==> src/logic/p2g_pkg.sv <==
// constants shared by the port 2 gpio block
`default_nettype none
package p2g_pkg;
   localparam int P2G_W = 8;
   // register indices; byte address is four times the index
   localparam logic [7:0] P2G_IDX_CPUIF = 8'h02;
   localparam logic [7:0] P2G_IDX_STAT = 8'h8F;
   localparam logic [7:0] P2G_IDX_DIR = 8'hAF;
   localparam logic [7:0] P2G_IDX_LVL = 8'hCF;
   localparam logic [7:0] P2G_IDX_OUT = 8'hEF;
   // values after reset
   localparam logic [7:0] P2G_DIR_RST = 8'h00;
   localparam logic [7:0] P2G_LVL_RST = 8'hFF;
   localparam logic [7:0] P2G_OUT_RST = 8'h00;
   localparam logic [7:0] P2G_CPUIF_RST = 8'h00;
   localparam logic [1:0] P2G_MODE_RST = 2'h0;
   // field positions
   localparam int P2G_INTSEL_BIT = 0;
   localparam int P2G_STAT_CFG_BIT = 0;
   localparam int P2G_STAT_M16_BIT = 1;
   localparam int P2G_STAT_SEL_BIT = 2;
   localparam int P2G_IRQ_PIN = 6;
   localparam int P2G_STROBE_PIN = 7;
   // host interface mode pin code for the 16-bit multiplexed bus
   localparam logic [1:0] P2G_MODE_MUX16 = 2'h1;
endpackage
`default_nettype wire

==> src/logic/p2g_ctl_if.sv <==
// control bundle from the register file to the pin driver
`default_nettype none
interface p2g_ctl_if;
   logic [7:0] dir;
   logic [7:0] latch;
   logic configured;
   logic int_sel;
   logic mode16;
   logic irq_n;
   modport src (output dir, output latch, output configured,
      output int_sel, output mode16, output irq_n);
   modport pad (input dir, input latch, input configured,
      input int_sel, input mode16, input irq_n);
endinterface
`default_nettype wire

==> src/logic/p2g_sync.sv <==
// two-flop synchroniser for pin inputs
`default_nettype none
module p2g_sync #(
   parameter int W = 8,
   parameter logic [W-1:0] RST_VAL = '1
) (
   input wire logic core_clk_in,
   input wire logic rst_in,
   input wire logic [W-1:0] async_in,
   output logic [W-1:0] sync_out
);
   logic [W-1:0] meta_r;

   // first stage is read by the second stage only
   always_ff @(posedge core_clk_in) begin
      if (rst_in) begin
         meta_r <= RST_VAL;
         sync_out <= RST_VAL;
      end else begin
         meta_r <= async_in;
         sync_out <= meta_r;
      end
   end
endmodule
`default_nettype wire

==> src/logic/p2g_pad.sv <==
// per-pin drive, enable and pull-up logic for port 2
`default_nettype none
module p2g_pad
   import p2g_pkg::*;
(
   input wire logic core_clk_in,
   input wire logic rst_in,
   p2g_ctl_if.pad ctl,
   output logic [P2G_W-1:0] pin_out,
   output logic [P2G_W-1:0] pin_oe_out,
   output logic [P2G_W-1:0] pullup_out
);
   ////////////////////////////////////////////////////////////////////
   for (genvar i = 0; i < P2G_W; i++) begin : g_pin
      logic drv_nxt;
      logic oe_nxt;
      always_comb begin
         drv_nxt = ctl.latch[i];
         oe_nxt = ctl.dir[i];
         if (i == P2G_IRQ_PIN && ctl.int_sel) begin
            // open collector: pull low only while the interrupt is asserted
            drv_nxt = 1'b0;
            oe_nxt = ~ctl.irq_n;
         end else if (i == P2G_STROBE_PIN && ctl.mode16) begin
            // pin belongs to the host strobe, never driven here
            drv_nxt = 1'b0;
            oe_nxt = 1'b0;
         end
      end
      always_ff @(posedge core_clk_in) begin
         if (rst_in) begin
            pin_out[i] <= 1'b0;
            pin_oe_out[i] <= 1'b0;
         end else begin
            pin_out[i] <= drv_nxt;
            pin_oe_out[i] <= oe_nxt;
         end
      end
      always_ff @(posedge core_clk_in) begin
         if (rst_in) begin
            pullup_out[i] <= 1'b1;
         end else begin
            pullup_out[i] <= ~ctl.configured;
         end
      end
   end
endmodule
`default_nettype wire

==> src/logic/p2g_top.sv <==
// port 2 gpio block with a classic wishbone register slave
//
// Added by the designer: the Wishbone register port.
`default_nettype none
module p2g_top
   import p2g_pkg::*;
(
   input wire logic core_clk_in,
   input wire logic rst_in,
   input wire logic wb_cyc_in,
   input wire logic wb_stb_in,
   input wire logic wb_we_in,
   input wire logic [9:0] wb_adr_in,
   input wire logic [3:0] wb_sel_in,
   input wire logic [31:0] wb_dat_in,
   output logic [31:0] wb_dat_out,
   output logic wb_ack_out,
   input wire logic [1:0] mode_pins_in,
   input wire logic irq_n_in,
   input wire logic [P2G_W-1:0] p2_pin_in,
   output logic [P2G_W-1:0] p2_pin_out,
   output logic [P2G_W-1:0] p2_pin_oe_out,
   output logic [P2G_W-1:0] p2_pullup_out,
   output logic wrh_n_out
);
   ////////////////////////////////////////////////////////////////////
   logic [7:0] dir_r;
   logic [7:0] latch_r;
   logic [7:0] levels_r;
   logic [7:0] cpuif_r;
   logic configured_r;
   logic mode16_r;
   logic [7:0] pin_sync;
   logic [1:0] mode_sync;
   logic [7:0] idx;
   logic req;
   logic wr_go;
   logic [7:0] rd_nxt;

   ////////////////////////////////////////////////////////////////////
   // pins and mode straps come from outside the clock domain
   p2g_sync #(.W(P2G_W), .RST_VAL(P2G_LVL_RST)) u_pin_sync (
      .core_clk_in(core_clk_in),
      .rst_in(rst_in),
      .async_in(p2_pin_in),
      .sync_out(pin_sync)
   );

   p2g_sync #(.W(2), .RST_VAL(P2G_MODE_RST)) u_mode_sync (
      .core_clk_in(core_clk_in),
      .rst_in(rst_in),
      .async_in(mode_pins_in),
      .sync_out(mode_sync)
   );

   ////////////////////////////////////////////////////////////////////
   // wishbone decode: one word per register, index in address bits 9:2
   assign idx = wb_adr_in[9:2];
   assign req = wb_cyc_in & wb_stb_in & ~wb_ack_out;
   // only lane 0 carries data; a write without it is acked and dropped
   assign wr_go = req & wb_we_in & wb_sel_in[0];

   always_ff @(posedge core_clk_in) begin
      if (rst_in) begin
         wb_ack_out <= 1'b0;
      end else begin
         wb_ack_out <= req;
      end
   end

   always_comb begin
      rd_nxt = 8'h00;
      case (idx)
         P2G_IDX_DIR: rd_nxt = dir_r;
         P2G_IDX_LVL: rd_nxt = levels_r;
         P2G_IDX_OUT: rd_nxt = latch_r;
         P2G_IDX_CPUIF: rd_nxt = cpuif_r;
         P2G_IDX_STAT: begin
            rd_nxt[P2G_STAT_CFG_BIT] = configured_r;
            rd_nxt[P2G_STAT_M16_BIT] = mode16_r;
            rd_nxt[P2G_STAT_SEL_BIT] = cpuif_r[P2G_INTSEL_BIT];
         end
         default: rd_nxt = 8'h00;
      endcase
   end

   always_ff @(posedge core_clk_in) begin
      if (rst_in) begin
         wb_dat_out <= 32'h0000_0000;
      end else if (req & ~wb_we_in) begin
         wb_dat_out <= {24'h00_0000, rd_nxt};
      end
   end

   ////////////////////////////////////////////////////////////////////
   // direction register; the first write ends the pull-up phase
   always_ff @(posedge core_clk_in) begin
      if (rst_in) begin
         dir_r <= P2G_DIR_RST;
      end else if (wr_go && idx == P2G_IDX_DIR) begin
         dir_r <= wb_dat_in[7:0];
      end
   end

   always_ff @(posedge core_clk_in) begin
      if (rst_in) begin
         configured_r <= 1'b0;
      end else if (wr_go && idx == P2G_IDX_DIR) begin
         configured_r <= 1'b1;
      end
   end

   always_ff @(posedge core_clk_in) begin
      if (rst_in) begin
         latch_r <= P2G_OUT_RST;
      end else if (wr_go && idx == P2G_IDX_OUT) begin
         latch_r <= wb_dat_in[7:0];
      end
   end

   // only the select bit is kept; the other bits read as zero
   always_ff @(posedge core_clk_in) begin
      if (rst_in) begin
         cpuif_r <= P2G_CPUIF_RST;
      end else if (wr_go && idx == P2G_IDX_CPUIF) begin
         cpuif_r[P2G_INTSEL_BIT] <= wb_dat_in[P2G_INTSEL_BIT];
      end
   end

   // the level register has no write path at all
   always_ff @(posedge core_clk_in) begin
      if (rst_in) begin
         levels_r <= P2G_LVL_RST;
      end else begin
         levels_r <= pin_sync;
      end
   end

   always_ff @(posedge core_clk_in) begin
      if (rst_in) begin
         mode16_r <= 1'b0;
      end else begin
         mode16_r <= (mode_sync == P2G_MODE_MUX16);
      end
   end

   // high-byte write strobe handed to the host interface logic
   always_ff @(posedge core_clk_in) begin
      if (rst_in) begin
         wrh_n_out <= 1'b1;
      end else begin
         wrh_n_out <= mode16_r ? pin_sync[P2G_STROBE_PIN] : 1'b1;
      end
   end

   ////////////////////////////////////////////////////////////////////
   p2g_ctl_if ctl ();
   assign ctl.dir = dir_r;
   assign ctl.latch = latch_r;
   assign ctl.configured = configured_r;
   assign ctl.int_sel = cpuif_r[P2G_INTSEL_BIT];
   assign ctl.mode16 = mode16_r;
   assign ctl.irq_n = irq_n_in;

   p2g_pad u_pad (
      .core_clk_in(core_clk_in),
      .rst_in(rst_in),
      .ctl(ctl),
      .pin_out(p2_pin_out),
      .pin_oe_out(p2_pin_oe_out),
      .pullup_out(p2_pullup_out)
   );
endmodule
`default_nettype wire

==> config.mk <==
export PLATFORM = sky130hd
export DESIGN_NAME = p2g_top
export DESIGN_NICKNAME = d
export VERILOG_FILES = /design/src/logic/p2g_pkg.sv /design/src/logic/p2g_ctl_if.sv /design/src/logic/p2g_sync.sv /design/src/logic/p2g_pad.sv /design/src/logic/p2g_top.sv
export SDC_FILE = /design/constraint.sdc
export NUM_CORES = 1
export LEC_CHECK = 0
export BUFFER_PORTS_ARGS = -buffer_cell sky130_fd_sc_hd__buf_2
export CORE_MARGIN = 1
export CORE_UTILIZATION = 30
export CTS_CLUSTER_SIZE = 28
export DETAILED_ROUTE_END_ITERATION = 12
export MAX_ROUTING_LAYER = met4
export SYNTH_ARGS = -nofsm -noshare
export SYNTH_HDL_FRONTEND = slang
export SYNTH_SLANG_ARGS = --single-unit
==> constraint.sdc <==
create_clock -name core_clk_in -period 3.6 [get_ports core_clk_in]
set_input_delay 0.18 -clock core_clk_in [delete_from_list [all_inputs] [get_ports core_clk_in]]
set_output_delay 0.18 -clock core_clk_in [all_outputs]
set_load 0.005 [all_outputs]
# Yosys cells after proc, flatten, opt, wreduce, memory -nomap -nowiden

Index checks and enable logic that the tools add are counted.
Widths: inputs -> output; s select.

Output and inout port bits: 58
Register bits after elaboration: 74
Input bits: 62

Equal/unequal tests: 6
Reduce and logical (&&, ||, !) cells: 6
Mux-type cells: 3
Bitwise gates (word level): 10

Operators with widths:

| cell               | count |
|---|---|
| $eq 8x8->1 const B | 4 |
| $pmux 3 s5         | 1 |
| $pmux 5 s3         | 1 |
| $eq 8x2->1 const B | 1 |
| $reduce_or 2->1    | 3 |
| $and 1x1->1        | 5 |
| $not 1->1          | 5 |
| $logic_and 1x1->1  | 3 |
| $eq 2x1->1 const B | 1 |
| $mux 1             | 1 |

# Depth between registers and ports, before layout

Gate-level depths: netlist (run 1).

Depth after elaboration: 5
Gate-level depth with buffers: 6
Gate-level depth less buffers: 4

# Hierarchy

A second synthesis (run 1) with hierarchy kept.

Cells, all modules: 247
Area, all modules: 2757.6 um^2

By module, submodules not included:

| module                  | instances | cells an instance | area an instance (um^2) | seq. area each (um^2) |
|---|---|---|---|---|
| p2g_top                 | 1         | 162               | 1676.6                  | 740.7 |
| p2g_pad                 | 1         | 44                | 544.3                   | 340.3 |
| p2g_sync at u_pin_sync  | 1         | 33                | 431.7                   | 320.3 |
| p2g_sync at u_mode_sync | 1         | 8                 | 105.1                   | 80.1 |

# Least setup slack after synthesis (run 1)

OpenSTA, ideal clock, no wires.

Kind: flip-flop to flip-flop
From: register wb_ack_out
To: register latch_r[0] (netlist: ctl.latch[0])
Clock period less this slack: 1.478 ns
Stages on the path, launching flop included: 5
Data required time: 3.472 ns
Data arrival time: 1.351 ns
Buffers on the path: 0
Slack: 2.122 ns
Library setup time: 0.128 ns
Path through: dfxtp_1 > nand3b_4 > nor4_4 > mux2i_1 > nor2_1

Longest elaborated chain between the ends: 5

Ends and longest elaborated chain:

| element                  | line           | RTL |
|---|---|---|
| from (decl)              | p2g_top.sv:17  | `output logic wb_ack_out,` |
| from (signal assigned)   | p2g_top.sv:67  | `wb_ack_out <= req;` |
| $not 1->1                | p2g_top.sv:59  | `assign req = wb_cyc_in & wb_stb_in & ~wb_ack_out;` |
| $and 1x1->1              | p2g_top.sv:59  |  |
| $and 1x1->1 (2 in a row) | p2g_top.sv:61  | `assign wr_go = req & wb_we_in & wb_sel_in[0];` |
| $logic_and 1x1->1        | p2g_top.sv:116 | `end else if (wr_go && idx == P2G_IDX_OUT) begin` |
| to (signal assigned)     | p2g_top.sv:117 | `latch_r <= wb_dat_in[7:0];` |
| to (decl)                | p2g_top.sv:28  | `logic [7:0] latch_r;` |

Every way passes these cells.
A chain may end at the register's enable or synchronous reset.

# Worst setup path in the final report (run 1)

From: register wb_ack_out
To: register latch_r[7] (netlist: ctl.latch[7])

The elaborated chain is that of the path after synthesis.

==> flow_summary.ini, run 1 <==
[outcome]
status = completed

[clock_network]
cts.clk_slew.worst_paths_ns = 0.07
clock_sinks = 74
root_buffer = clkbuf_8
h-tree-depth = 3
clk_latency_ns = 0.34
cts_tree = done
cts_resized = 0
cts.path.max_buffers = 2
cts_buffers = 9

[routing]
routed_wl_um = 5040
vias_per_cell = 4.17
firstDrtPassIters = 4
wl_per_cell_um = 11.6
ant_nets = 0
num_vias = 1805
post-route-drc-count = 0
drtIter0Drc = 57

[yosys]
yosysMostFrequentCell = dfxtp_1
synth_top_area_share_pct = 54.5
synthCells = 255
ys.flop_type = dfxtp_1
synthTopCellsByArea = dfxtp_1 54%, buf_4 8.6%, mux2i_1 6.3%
synth.cell_area_um2 = 2720
synth_top_area_cell = dfxtp_1
synth_warnings = 0
ys_seq_area_share_pct = 54.5
synthTopCellsByCount = 74 x dfxtp_1, 31 x buf_4, 24 x nor2_1, 23 x or2_2, 18 x nor2b_1
ys_types = 34
postSynthAreaPerCell_um2 = 10.7
synth_edf_count = 0
ys_seq_elements = 74
async_flop_share_pct = 0

[final_layout]
fill_cells = 866
final_nets = 382
antenna_cells = 0
register_area_um2 = 1480
utilization_pct = 37.2
multiInputGateArea_um2 = 1050
area_growth_pct = 20.0
final_area_um2 = 3260
drive_above_1_share_pct = 35.4

[sta]
fin_tns_setup_ns = 0
final_hold_viol_count = 0
setup_slack_ns = 1.84
tightest_slew_ns = 0.854
rsz0062_at_grt = false
slew_headroom_pct = 42.6
setup_viol = 0
skew_ns = 0.00657
finalCritPeriodShare_pct = 48.9
finalCriticalPeriod_ns = 1.76
drv_slew = 0
fmax_mhz = 568

[floorplanning]
die_h_um = 97.2
dieArea_um2 = 9450
core_um2 = 8760
io_pins = 120
initial_utilization_pct = 31.0
placementRows = 34
die_x_um = 97.2

[placed_design]
placed_area_um2 = 3020
portBuffers = 66
dp_slack_ns = 1.78
hpwl_um = 3650
place.gp.congestion = 0.792

[pwr]
pwr-share-seq_pct = 53.6
clockPowerShare_pct = 41.4
powerDensity_nw_per_um2 = 478
pwr-share-comb_pct = 5.0
p_int_uw = 1220
vdd_drop_max_mv = 0.175
p_leak_uw = 0.00137
p_sw_uw = 336
sw_frac_of_total_pct = 21.6

[worst_setup_path]
r2r-start = wb_ack_out
r2r_setup_slack_ns = 1.84
r2r_cells = 4
worstPathRequired_ns = 3.81
cp-start-kind = register
path_class = reg2reg
r2r-end = ctl.latch[7]
worstPathArrival_ns = 1.97
worstPathMaxFanout = 8
endpoint_kind = register

[global_routing]
grtUsageTotal_pct = 11.4
grt_pass1_vias = 1621
gr-total-overflow = 0
grt_pass1_wl_um = 8050
antenna_found_initial = 0
grt_max_degree = 38

[worst_hold_path]
min_to = u_pin_sync.meta_r[7]
worstHoldStart = p2_pin_in[7]
hp-class = in2reg
hold_depth = 2

[flow_run]
drv_cap = 0
## worst max-delay path: stages (launching register included)
cell and delay (ns):
dfxtp_1 0.32, nand3b_4 0.19, nor4_4 0.79, mux2i_1 0.27
nor2_1 0.05
## layer usage
metal  vias to the layer above  global-route usage, %  part of all wire [%]
met5                         -                      -                     0
met4                         0                   5.51                   1.7
met3                        10                   4.82                   7.5
met2                        70                   16.5                    45
met1                       795                   13.6                    45
li1                        930                      -                     -
## how the worst max path moves through the flow
stage                       from           end  slack (ns)  depth (start not counted)
finish                wb_ack_out  ctl.latch[7]        1.84                          4
global route          wb_ack_out  ctl.latch[7]        1.70                          4
CTS                   wb_ack_out  ctl.latch[7]        1.82                          4
detailed placement  wb_adr_in[5]  ctl.latch[7]        1.78                          5
global placement    wb_adr_in[6]  ctl.latch[6]        1.82                          5
floorplan             wb_ack_out  ctl.latch[0]        2.12                          4
## cell type report
cell class	count	area share (%)
Timing Repair Buffer	72	11.8
Multi-Input combinational cell	161	32.1
Clock buffer	12	4.75
Tap cell	108	4.14
Inverter	2	0.230
Sequential cell	74	45.4
Clock inverter	4	1.53
## registers in the layout, summed over array words and instances (netlist names), 8 cells and up
signal,count
levels_r,8
wb_dat_out,8
u_pad.pin_oe_out,8
u_pin_sync.meta_r,8
u_pin_sync.sync_out,8
u_pad.pin_out,8
ctl.dir,8
ctl.latch,8
## cells by family (layout without fill, tap and decap cells)
logic type      Yosys count  count (layout)  share of synthesized area (%)
flops                    74              74                           54.5
mux                      20              20                           8.74
buf+inv                  43              90                           10.4
simple gates             97              97                           21.5
other cells               1              24                          0.138
compound gates           20              20                           4.74
## cell usage in the layout, fill, tap and decap left out, types with 2 or more instances in the layout
cell,synthesis,final
a21oi_1,2,2
a22oi_1,5,5
a31oi_1,5,5
and3_1,5,5
buf_2,3,66
buf_4,31,2
clkbuf_8,0,11
clkinvlp_4,0,2
conb_1,1,24
dfxtp_1,74,74
dlygate4sd3_1,0,4
inv_1,2,2
mux2i_1,17,17
mux4_2,3,3
nand2_1,6,6
nand3_1,3,3
nand4_1,2,2
nand4b_1,2,2
nor2_1,24,24
nor2b_1,18,18
nor3b_1,4,4
nor4_2,1,2
o21ai_1,5,5
or2_2,23,23
## power by group through the flow
stage / sequential, µW / combinational, µW / clock, µW
final: 836 / 78.5 / 646
after global routing: 836 / 87.1 / 706
after detailed placement: 855 / 75.7 / 0
after floorplan: 854 / 63.5 / 0
after global placement: 855 / 74.1 / 0
after CTS: 835 / 79.1 / 671
## through the flow
step                total power (µW)  hold WS (ns)  std cells
floorplan                        917         0.280        278
global placement                 929         0.368        413
detailed placement               930         0.365        413
CTS                             1590      0.000958        433
global route                    1630       0.00216        433
finish                          1560        0.0248        433
## repair_timing
item / CTS / global route
hold buffers: 4 / 0
endpoints found under the hold margin: 4 / 0
setup buffers: 0 / 0
Note: power is estimated with default switching activity, not from simulation.
==> inputs of run 2 (changes only) <==
--- a/config.mk
+++ b/config.mk
@@ -5,6 +5,7 @@
 export SDC_FILE = /design/constraint.sdc
 export NUM_CORES = 1
 export LEC_CHECK = 0
+export ABC_AREA = 1
 export BUFFER_PORTS_ARGS = -buffer_cell sky130_fd_sc_hd__buf_2
 export CORE_MARGIN = 1
 export CORE_UTILIZATION = 30
==> constraint.sdc (replaced) <==
create_clock -name core_clk_in -period 1.48 [get_ports core_clk_in]
set_input_delay 0.074 -clock core_clk_in [delete_from_list [all_inputs] [get_ports core_clk_in]]
set_output_delay 0.074 -clock core_clk_in [all_outputs]
set_load 0.005 [all_outputs]
==> run 2 against run 1 <==
Effect of this change: final cell count grew 18%; area after synthesis up 3.3%; hold slack got worse by 0.012 ns; non-clock buffer count is 13 higher; flip-flop and latch count stayed put; via count rose by 14%; register-to-register slack got worse by 1.7 ns; largest cell class unchanged; largest power group unchanged.
==> flow_summary.ini, run 2 <==
[outcome]
status = completed

[floorplanning]
placementRows = 34
initial_utilization_pct = 31.6
die_x_um = 98.7
io_pins = 120
die_h_um = 98.7
core_um2 = 8890
dieArea_um2 = 9750

[yosys]
ys_seq_area_share_pct = 52.8
synth_compound_area_share_pct = 8.69
synthXorXnorAreaFrac_pct = 0
ys_types = 28
ys_seq_elements = 74
synth_edf_count = 0
synthTopCellsByCount = 74 x dfxtp_1, 39 x nand2_1, 32 x buf_4, 32 x inv_1, 23 x or2_2
ys.flop_type = dfxtp_1
synth_warnings = 0
synthCells = 317
synthAdderAreaFrac_pct = 0
synthTopCellsByArea = dfxtp_1 53%, buf_4 8.6%, nand2_1 5.2%
postSynthAreaPerCell_um2 = 8.86
yosys-mux-area-fraction_pct = 0
synth.cell_area_um2 = 2810
synth_top_family_by_area = simple AND/OR/NAND/NOR gates
synth_top_area_share_pct = 52.8
async_flop_share_pct = 0
yosysMostFrequentCell = dfxtp_1
synth_simple_gate_area_share_pct = 23.7
synth_top_area_cell = dfxtp_1

[sta]
finalCritPeriodShare_pct = 87.9
drv_slew = 0
fin_tns_setup_ns = 0
final_hold_viol_count = 0
finalCriticalPeriod_ns = 1.30
rsz0062_at_grt = false
slew_headroom_pct = 51.1
setup_viol = 0
fmax_mhz = 769
tightest_slew_ns = 0.733
skew_ns = 0.00639

[global_routing]
grt_pass1_wl_um = 8960
antenna_found_initial = 0
grtUsageTotal_pct = 12.5
grt_max_degree = 47
gr-total-overflow = 0
grt_pass1_vias = 1947

[pwr]
powerDensity_nw_per_um2 = 1100
vdd_drop_max_mv = 0.706
p_leak_uw = 0.00164
power_uw = 3810

[clock_network]
cts.clk_slew.worst_paths_ns = 0.07
root_buffer = clkbuf_8
h-tree-depth = 3
post_cts_buffers = 0
cts_buffers = 9
cts_resized = 0
clk_latency_ns = 0.35
cts_tree = done
clock_sinks = 74
cts.path.max_buffers = 2

[routing]
drtIter0Drc = 90
firstDrtPassIters = 4
num_vias = 2056
post-route-drc-count = 0
routed_wl_um = 5370
vias_per_cell = 4.04
ant_nets = 0
wl_per_cell_um = 10.6

[final_layout]
layout_common_cells = 74 x dfxtp_1, 66 x buf_2, 39 x nand2_1
final_cell_count_no_fill = 509
area_growth_pct = 23.3
final_nets = 458
drive_above_1_share_pct = 32.9
fill_cells = 940
antenna_cells = 0
utilization_pct = 38.9
layout_commonest_cell = dfxtp_1

[worst_hold_path]
hp-class = in2reg

[flow_run]
drv_cap = 0

[placed_design]
hpwl_um = 3980
dpl.cell_count = 478
portBuffers = 66
place.gp.congestion = 0.869

[worst_setup_path]
endpoint_kind = register
cp-start-kind = register
worstPathRequired_ns = 1.76
worstPathMaxFanout = 6
path_class = reg2reg
worstPathArrival_ns = 1.58
-- run 2: cell count changes after synthesis, moves of 11 or more --
cell     change
mux2i_1     -17
nor2b_1     -18
nand3_1     +19
a21oi_1     +15
nand2_1     +33
inv_1       +30
o21ai_0     +11
-- run 2: logic make-up after synthesis --
kind of cell           Yosys count
other                            1
DFF                             74
AOI/OAI and AO/OA               42
buffers and inverters           75
and+or+nand+nor                125
-- run 2: layout make-up --
| class | count | area (µm²) | share of cell area (%) |
|---|---|---|---|
| clock buffers | 11 | 141 | 4.09 |
| inverters | 35 | 131 | 3.80 |
| well taps | 108 | 135 | 3.90 |
| repair buffers | 85 | 510 | 14.8 |
| clock inverters | 5 | 62.6 | 1.81 |
| multi-input cells | 191 | 998 | 28.9 |
| flip-flops and latches | 74 | 1480 | 42.8 |
-- run 2: path summary, 6_finish.rpt --
kind / start / to / slack (ns) / cells after the start
min: wb_dat_in[4] / ctl.dir[4] / 0.01 / 3
min reg2reg: u_mode_sync.sync_out[1] / ctl.mode16 / 0.38 / 1
max: wb_ack_out / ctl.latch[0] / 0.18 / 6
max reg2reg: wb_ack_out / ctl.latch[0] / 0.18 / 6
-- run 2: repair_timing --
action                                  4_1_cts  5_1_grt
endpoints found under the setup margin        0        0
endpoints found under the hold margin        16        0
hold buffers                                 15        0
-- run 2: worst max-delay path, stage by stage (launching register included) --
cell	delay (ns)
dfxtp_1	0.32
nor2_2	0.14
nand3_2	0.19
nor2_4	0.20
buf_4	0.17
o21ai_0	0.07
a21oi_1	0.15
-- run 2: power by group --
part           switching [µW]  internal, µW
combinational             113          93.4
sequential               8.71          2020
clock                     737           833
-- run 2: per-layer routing --
metal	share of wire, %	track usage [%]
met3	5.7	5.11
met4	0.80	4.13
met5	0	-
met1	50	15.5
met2	44	18.3
-- run 2: through the flow --
step	setup slack (ns)	instance area [µm²]	hold slack, ns
2_1_floorplan	0.349	2890	0.168
3_3_place_gp	0.209	3110	0.258
3_5_place_dp	0.191	3110	0.258
4_1_cts	0.168	3460	0.00491
6_report	0.179	3460	0.0130
5_1_grt	0.0343	3460	0.0321
